===== src/rtl/rdirq_pkg.sv =====
// Constants, field positions and carrier types for the reader
// interrupt aggregator. Assumes a single 25 MHz system clock.
package rdirq_pkg;

    // ==========================================================
    // Bus geometry
    localparam int ADDR_W = 12;
    localparam int DATA_W = 32;
    localparam int REG_W = 8;
    localparam int IDX_W = ADDR_W - 2;

    // ==========================================================
    // Register indices; byte address is four times the index
    localparam logic [IDX_W-1:0] IDX_FLAGS0 = 10'h006;
    localparam logic [IDX_W-1:0] IDX_FLAGS1 = 10'h007;
    localparam logic [IDX_W-1:0] IDX_EN0 = 10'h008;
    localparam logic [IDX_W-1:0] IDX_EN1 = 10'h009;
    localparam logic [IDX_W-1:0] IDX_EV_STATUS = 10'h010;
    localparam logic [IDX_W-1:0] IDX_EV_MASK = 10'h011;

    // ==========================================================
    // Reset values
    localparam logic [REG_W-1:0] RST_REG = 8'h00;
    localparam logic [DATA_W-1:0] RD_ZERO = 32'h0000_0000;

    // ==========================================================
    // Flag register layouts
    localparam int N0 = 7;
    localparam int N1 = 6;
    localparam int SET_BIT = 7;
    localparam int GLOBAL_BIT = 6;
    localparam int CARD_BIT = 5;
    localparam int N_TIMER = 5;
    localparam int HI_BIT = 6;
    localparam int IDLE_BIT = 4;
    localparam int ERR_BIT = 1;
    localparam int N_ERR = 5;

    // Enable register control bits
    localparam int INV_BIT = 7;
    localparam int PUSH_PULL_BIT = 7;
    localparam int PIN_GATE_BIT = 6;

    // ==========================================================
    // Block event status and mask layout
    localparam int N_EV = 4;
    localparam int EV_GLOBAL_RISE = 0;
    localparam int EV_ERROR = 1;
    localparam int EV_TIMER = 2;
    localparam int EV_CARD = 3;

    // ==========================================================
    // Event sources from the reader core
    typedef struct packed {
        logic high_alert;
        logic low_alert;
        logic cmd_self_end;
        logic cmd_unknown;
        logic host_idle_cmd;
        logic transmit_done;
        logic receive_done;
        logic [N_ERR-1:0] err_ind;
        logic frame_start;
        logic card_detect;
        logic [N_TIMER-1:0] timer_underflow;
    } rdirq_src_t;

    // Interrupt pin as driven level and output enable
    typedef struct packed {
        logic level;
        logic oe;
    } rdirq_pin_t;

endpackage


===== src/rtl/rdirq_flag_reg.sv =====
// Sticky flag register with a set/clear write scheme.
// Assumes the write strobe is a single cycle per bus access.
`timescale 1ns/10ps
`default_nettype none
module rdirq_flag_reg import rdirq_pkg::*; #(
    parameter int W = N0
) (
    // Clock, reset and enable
    input wire logic i_clk_sys,
    input wire logic i_rst,
    input wire logic i_ce,
    // Software write
    input wire logic i_wr,
    input wire logic [REG_W-1:0] i_wdata,
    // Hardware events
    input wire logic [W-1:0] i_hw_set,
    // Flags
    output logic [W-1:0] o_flags
);

    // ==========================================================
    // One flop per flag
    // Hardware set wins over a software clear in the same cycle
    genvar g;
    generate
        for (g = 0; g < W; g++) begin : g_bit
            logic sw_set;
            logic sw_clr;
            assign sw_set = i_wr & i_wdata[SET_BIT] & i_wdata[g];
            assign sw_clr = i_wr & ~i_wdata[SET_BIT] & i_wdata[g];
            always_ff @(posedge i_clk_sys) begin
                if (i_rst) begin
                    o_flags[g] <= 1'b0;
                end else if (i_ce) begin
                    o_flags[g] <= (o_flags[g] & ~sw_clr) | sw_set |
                        i_hw_set[g];
                end
            end
        end
    endgenerate

endmodule
`default_nettype wire


===== src/rtl/rdirq_top.sv =====
// Reader interrupt aggregator: flag registers, enables, pin driver.
// Assumes APB master on i_clk_sys and synchronous event inputs.
//
// What this block does
// [RL1] Top bit one: written ones set flags
// [RL2] Top bit zero: written ones clear flags
// [RL3] Global flag when any enabled flag set
// [RL4] Card detection sets card-detect flag
// [RL5] Timer underflow sets that timer's flag
// [RL6] Invert bit inverts interrupt pin level
// [RL7] First enables gate first flags globally
// [RL8] Second enables gate card/timer flags globally
// [RL9] Drive mode bit: push-pull else open-drain
// [RL10] Pin gate bit passes global to pin
// [RL11] First flags use same set/clear writes
// [RL12] Idle flag on self end, not host
// [RL13] Any error indication sets error flag
// [RL14] Open-drain drives only while request active
//
// Register access over APB was chosen for this implementation.
`timescale 1ns/10ps
`default_nettype none
module rdirq_top import rdirq_pkg::*; (
    // Clock, reset and enable
    input wire logic i_clk_sys,
    input wire logic i_rst,
    input wire logic i_ce,
    // APB slave
    input wire logic i_psel,
    input wire logic i_penable,
    input wire logic i_pwrite,
    input wire logic [ADDR_W-1:0] i_paddr,
    input wire logic [DATA_W-1:0] i_pwdata,
    output logic o_pready,
    output logic [DATA_W-1:0] o_prdata,
    output logic o_pslverr,
    // Event sources
    input wire rdirq_src_t i_src,
    // Interrupt pin
    output var rdirq_pin_t o_pin,
    // System interrupt
    output logic o_irq
);

    // ==========================================================
    // Bus decode
    logic captured;
    logic wr_fire;
    logic [IDX_W-1:0] idx;
    logic aligned;
    logic [REG_W-1:0] wbyte;

    assign idx = i_paddr[ADDR_W-1:2];
    assign aligned = (i_paddr[1:0] == 2'h0);
    assign wbyte = i_pwdata[REG_W-1:0];
    // Answer one cycle after setup unless frozen by the enable
    assign o_pready = i_ce & i_psel & i_penable & captured;
    assign wr_fire = o_pready & i_pwrite;

    // ==========================================================
    // Enable registers
    logic [REG_W-1:0] first_interrupt_enables;
    logic [REG_W-1:0] second_interrupt_enables;
    always_ff @(posedge i_clk_sys) begin
        if (i_rst) begin
            first_interrupt_enables <= RST_REG;
        end else if (i_ce && wr_fire && aligned && idx == IDX_EN0) begin
            first_interrupt_enables <= wbyte;
        end
    end
    always_ff @(posedge i_clk_sys) begin
        if (i_rst) begin
            second_interrupt_enables <= RST_REG;
        end else if (i_ce && wr_fire && aligned && idx == IDX_EN1) begin
            second_interrupt_enables <= wbyte;
        end
    end

    // ==========================================================
    // Event conditioning
    // Error indications are levels; only their rising edge counts
    logic [N_ERR-1:0] err_prev;
    logic [N_ERR-1:0] err_rise;
    logic [N0-1:0] hw_set0;
    logic [N1-1:0] hw_set1;

    always_ff @(posedge i_clk_sys) begin
        if (i_rst) begin
            err_prev <= '0;
        end else if (i_ce) begin
            err_prev <= i_src.err_ind;
        end
    end

    assign err_rise = i_src.err_ind & ~err_prev;

    // Host-issued idle is deliberately not a source here
    assign hw_set0 = {
        i_src.high_alert,
        i_src.low_alert,
        i_src.cmd_self_end | i_src.cmd_unknown, // see [RL12]
        i_src.transmit_done,
        i_src.receive_done,
        |err_rise, // see [RL13]
        i_src.frame_start
    };
    // see [RL4] see [RL5]
    assign hw_set1 = {i_src.card_detect, i_src.timer_underflow};

    // ==========================================================
    // Flag registers
    logic [N0-1:0] first_interrupt_flags;
    logic [N1-1:0] second_interrupt_flags;
    logic wr0;
    logic wr1;
    assign wr0 = wr_fire & aligned & (idx == IDX_FLAGS0);
    assign wr1 = wr_fire & aligned & (idx == IDX_FLAGS1);
    rdirq_flag_reg #(.W(N0)) u_flags0 ( // see [RL11]
        .i_clk_sys(i_clk_sys),
        .i_rst(i_rst),
        .i_ce(i_ce),
        .i_wr(wr0),
        .i_wdata(wbyte),
        .i_hw_set(hw_set0),
        .o_flags(first_interrupt_flags)
    );
    rdirq_flag_reg #(.W(N1)) u_flags1 ( // see [RL1] see [RL2]
        .i_clk_sys(i_clk_sys),
        .i_rst(i_rst),
        .i_ce(i_ce),
        .i_wr(wr1),
        .i_wdata(wbyte),
        .i_hw_set(hw_set1),
        .o_flags(second_interrupt_flags)
    );

    // ==========================================================
    // Global request
    logic any_enabled_request;

    assign any_enabled_request =
        (|(first_interrupt_flags & first_interrupt_enables[N0-1:0])) |
        (|(second_interrupt_flags & second_interrupt_enables[N1-1:0]));
    // see [RL3] see [RL7] see [RL8]

    // ==========================================================
    // Interrupt pin driver
    logic pin_active;
    logic pin_level;
    logic pin_drive_mode;

    assign pin_active = any_enabled_request &
        second_interrupt_enables[PIN_GATE_BIT]; // see [RL10]
    assign pin_level = pin_active ^
        first_interrupt_enables[INV_BIT]; // see [RL6]
    assign pin_drive_mode = second_interrupt_enables[PUSH_PULL_BIT];

    always_ff @(posedge i_clk_sys) begin
        if (i_rst) begin
            o_pin <= '0;
        end else if (i_ce) begin
            o_pin.level <= pin_level;
            // Open drain releases the wire when idle
            o_pin.oe <= pin_drive_mode | pin_active; // see [RL9] see [RL14]
        end
    end

    // ==========================================================
    // Block event status, mask and system interrupt
    logic any_prev;
    logic [N_EV-1:0] ev;
    logic [N_EV-1:0] ev_status;
    logic [N_EV-1:0] ev_mask;
    logic [N_EV-1:0] ev_clr;
    always_ff @(posedge i_clk_sys) begin
        if (i_rst) begin
            any_prev <= 1'b0;
        end else if (i_ce) begin
            any_prev <= any_enabled_request;
        end
    end
    assign ev[EV_GLOBAL_RISE] = any_enabled_request & ~any_prev;
    assign ev[EV_ERROR] = |err_rise;
    assign ev[EV_TIMER] = |i_src.timer_underflow;
    assign ev[EV_CARD] = i_src.card_detect;
    assign ev_clr = (wr_fire && aligned && idx == IDX_EV_STATUS) ?
        i_pwdata[N_EV-1:0] : '0;
    // New events win over a write-one-to-clear in the same cycle
    always_ff @(posedge i_clk_sys) begin
        if (i_rst) begin
            ev_status <= '0;
        end else if (i_ce) begin
            ev_status <= (ev_status & ~ev_clr) | ev;
        end
    end

    always_ff @(posedge i_clk_sys) begin
        if (i_rst) begin
            ev_mask <= '0;
        end else if (i_ce && wr_fire && aligned && idx == IDX_EV_MASK) begin
            ev_mask <= i_pwdata[N_EV-1:0];
        end
    end

    always_ff @(posedge i_clk_sys) begin
        if (i_rst) begin
            o_irq <= 1'b0;
        end else if (i_ce) begin
            o_irq <= |(ev_status & ev_mask);
        end
    end

    // ==========================================================
    // Read path
    // Read data is sampled when the request is first seen, so a
    // flag that sets during a stalled access shows on the next read
    logic [DATA_W-1:0] next_rdata;
    logic next_err;

    always_comb begin
        next_rdata = RD_ZERO;
        next_err = 1'b0;
        if (!aligned) begin
            next_err = 1'b1;
        end else begin
            case (idx)
                IDX_FLAGS0: begin
                    next_rdata[N0-1:0] = first_interrupt_flags;
                end
                IDX_FLAGS1: begin
                    next_rdata[N1-1:0] = second_interrupt_flags;
                    next_rdata[GLOBAL_BIT] = any_enabled_request;
                end
                IDX_EN0: begin
                    next_rdata[REG_W-1:0] = first_interrupt_enables;
                end
                IDX_EN1: begin
                    next_rdata[REG_W-1:0] = second_interrupt_enables;
                end
                IDX_EV_STATUS: begin
                    next_rdata[N_EV-1:0] = ev_status;
                end
                IDX_EV_MASK: begin
                    next_rdata[N_EV-1:0] = ev_mask;
                end
                default: begin
                    next_err = 1'b1;
                end
            endcase
        end
    end

    always_ff @(posedge i_clk_sys) begin
        if (i_rst) begin
            captured <= 1'b0;
        end else if (i_ce) begin
            if (o_pready) begin
                captured <= 1'b0;
            end else if (i_psel) begin
                captured <= 1'b1;
            end
        end
    end

    always_ff @(posedge i_clk_sys) begin
        if (i_rst) begin
            o_prdata <= RD_ZERO;
            o_pslverr <= 1'b0;
        end else if (i_ce && i_psel && !captured) begin
            o_prdata <= i_pwrite ? RD_ZERO : next_rdata;
            o_pslverr <= next_err;
        end
    end

    logic [N1-1:0] wmask1;
    assign wmask1 = wbyte[N1-1:0];
endmodule
`default_nettype wire


===== config.mk =====
export PLATFORM = sky130hd
export DESIGN_NAME = rdirq_top
export DESIGN_NICKNAME = d
export VERILOG_FILES = /design/src/rtl/rdirq_pkg.sv /design/src/rtl/rdirq_flag_reg.sv /design/src/rtl/rdirq_top.sv
export SDC_FILE = /design/constraint.sdc
export NUM_CORES = 1
export LEC_CHECK = 0
export ABC_AREA = 1
export BUFFER_PORTS_ARGS = -buffer_cell sky130_fd_sc_hd__buf_4
export CORE_UTILIZATION = 35
export CTS_CLUSTER_DIAMETER = 40
export DETAILED_ROUTE_END_ITERATION = 7
export PLACE_DENSITY = 0.68
export SLEW_MARGIN = 5
export SYNTH_ARGS = -nofsm -noshare
export SYNTH_HDL_FRONTEND = slang
export SYNTH_HIERARCHICAL = 1
export SYNTH_SLANG_ARGS = --single-unit

===== constraint.sdc =====
create_clock -name i_clk_sys -period 1.62 [get_ports i_clk_sys]
set_input_delay 0 -clock i_clk_sys [delete_from_list [all_inputs] [get_ports i_clk_sys]]
set_output_delay 0 -clock i_clk_sys [all_outputs]
set_load 0.01 [all_outputs]

==> run summary <==
Post-DRT Antenna Nets = 0
drt via density = 4.84
WHS = 0.00537 ns
drt pass-1 iters = 8
die height = 98.3 um
Crit Path Max Fanout = 4
XOR/XNOR Fraction of Synth Area = 0%
commonest non-fill, non-tap cell in the layout = nand2_1
critical path arrival = 1.67 ns
IO Pins = 106
post-synthesis mux area share = 0%
final WL = 8.47 mm
failing checks = DRC
port bufs = 56
CTS Sinks = 56
drt initial violations = 205
worst setup margin = 0.140 ns
RR Startpoint = captured$_SDFFE_PP0P_
placer congestion estimate = 0.915
# diodes = 0
Compound-Gate Fraction of Synth Area = 17.8%
DP HPWL = 6.50 mm
unrepaired setup endpoints after global routing = false
Worst Hold End = o_prdata[4]$_SDFFE_PP0P_
Avg Cell Area, Syn = 6.63 um2
CP peak stage delay = 0.34 ns
CP max-delay cell = dfxtp_1
worst r2r path cells = 8
worst r2r dst = ev_status[3]$_SDFFE_PP0P_
initial antenna violation count = 0
root buffer selected by CTS = clkbuf_8
pin count of the biggest net entering global routing = 45
Cell Chain, Critical Path = nand2_1 > nor2_4 > nand3_4 > buf_4 > inv_2 > nand3_1 > o21ai_0 > a21oi_1
Synth Warn # = 6
Via Count = 3248
Max Clk Rate = 676 MHz
Hold Fails Final Rpt = 0
min cycle time layout = 1.48 ns
crit path kind = register to register
Residual DRC = 4
total gr overflow = 0
fin crit share = 91.4%
Buf/Inv on CP = 2
H-Tree Level Count = 2
CTS tree = yes
Synth Area in Simple Gates = 32.0%
nets = 631
Setup WS pre-CTS = -0.0129 ns
leakage power = 1.88 nW
main combinational cell family by area after synthesis = simple AND/OR/NAND/NOR gates
Worst Hold Class = primary input to register
Slew Limit Fails = 0
min-delay src = i_paddr[1]
Synth Area in Adders = 0%
P per Cell Area = 672 nW/um2
VDD IR max = 343 uV
Avg WL per Cell = 12.6 um
DIE AREA = 9660 um2
Mapped Area = 3240 um2
commonest cells after routing, fill and taps aside = nand2_1 (114), buf_4 (70), nor2_1 (61)
CTS max path bufs = 2
sequential area share after synthesis = 34.6%
global-route wire length before repair = 13.9 mm
cts bufs inserted = 5
Max-Cap Viols = 0
Setup crit start kind = register
Hold Crit Depth = 4
initial core utilization = 36.7%
Pwr Total = 2.64 mW
Skew-Pair Late Insertion Delay = 0.31 ns
P&R area growth vs syn = 21.0%
post-synthesis cell count = 489
gr usage total = 17.7%
crit path capture type = register
Setup Viol. Count Final = 0
flop-to-flop setup slack = 0.14 ns
kind of cell adding the most delay to the critical path = simple AND/OR/NAND/NOR gates
share of cells above drive strength 1 = 19.7%
post-layout util = 44.4%
Yosys cell types = 34
status = finished with violations
Final Skew = 0.00983 ns
Die X = 98.3 um
vias in the first global route = 2998
clock slew at reported path FFs = 0.10 ns
Least-Margin Pin Slew = 0.599 ns
Slew headroom = 59.5%
Synth Register Bits = 56
# rows = 34
Critical Path RT = 1.81 ns
Core ar. = 8850 um2
instance count on the critical path = 8
## report_power, final
part	leakage, nW	total, mW	internal, mW	switching (mW)
clock network	0.0445	0.805	0.349	0.456
registers	0.457	1.45	1.42	0.0295
logic	1.37	0.383	0.160	0.222
## sequential cells by signal, indices dropped and copies added, names as in the netlist
| signal | cells |
|---|---|
| o_pslverr | 1 |
| ev_mask | 4 |
| err_prev | 5 |
| o_irq | 1 |
| u_flags0/o_flags | 7 |
| captured | 1 |
| any_prev | 1 |
| second_interrupt_enables | 8 |
| ev_status | 4 |
| first_interrupt_enables | 8 |
| o_pin | 2 |
| o_prdata | 8 |
| u_flags1/o_flags | 6 |
## cell usage after synthesis, drive strengths merged
master	n	area, um2
nand2	119	464
nor2	74	348
inv	58	218
dfxtp	56	1120
o21ai	49	257
a21oi	47	246
buf	31	258
nand3	31	168
clkbuf	5	18.8
o211ai	4	30.0
a31oi	2	12.5
nand4	2	12.5
nor4	2	27.5
or2	2	12.5
a221oi	1	8.76
a22o	1	8.76
clkinv	1	8.76
conb	1	3.75
nor3	1	5.00
o22ai	1	6.26
o41ai	1	8.76
## metal layers
layer | up-vias | wire length [um] | GRT usage (%)
li1 | 1663 | - | -
met1 | 1457 | 3960 | 23.2
met2 | 115 | 3860 | 30.2
met3 | 13 | 491 | 2.65
met4 | 0 | 155 | 4.82
met5 | - | 0 | 0
## layout make-up
class                           instances  area (um2)
Clock buffer                            7        86.3
Clock inverter                          1        7.51
Fill cell                             919        4920
Inverter                               59         226
Multi-Input combinational cell        361        1730
Sequential cell                        56        1120
Tap cell                              108         135
Timing Repair Buffer                   79         616
## metrics by stage
step                      TNS, ns  instance area [um2]  instances
after floorplan                 0                 3330        512
after global placement          0                 3700        652
after detailed placement  -0.0129                 3700        652
after CTS                       0                 3890        670
after global routing            0                 3930        671
final                           0                 3930        671
## kinds of logic after synthesis
kind of cell,count (synthesis)
buf+inv,95
simple gates,231
flops,56
other cells,1
compound gates,106
## tightest hold or removal path: stages
cell     delay [ns]
buf_4          0.10
nor4_4         0.06
nand2_1        0.06
a21oi_1        0.05
## how the worst max path moves through the flow
stage                           from                                to
3_3_place_gp   captured$_SDFFE_PP0P_  u_flags0/o_flags[6]$_SDFFE_PP0P_
6_report       captured$_SDFFE_PP0P_         ev_status[3]$_SDFFE_PP0P_
2_1_floorplan  captured$_SDFFE_PP0P_  u_flags0/o_flags[1]$_SDFFE_PP0P_
5_1_grt        captured$_SDFFE_PP0P_  u_flags0/o_flags[1]$_SDFFE_PP0P_
4_1_cts        captured$_SDFFE_PP0P_  u_flags0/o_flags[5]$_SDFFE_PP0P_
3_5_place_dp   captured$_SDFFE_PP0P_  u_flags0/o_flags[1]$_SDFFE_PP0P_
## what timing repair did
action	in CTS	in global routing
gates resized for setup	0	7
buffers inserted	1	1
endpoints found under the hold margin	12	0
setup endpoints to repair	2	13
pin swaps	1	1
hold buffers	9	0
No activity file was read; power rests on OpenSTA's default activity.
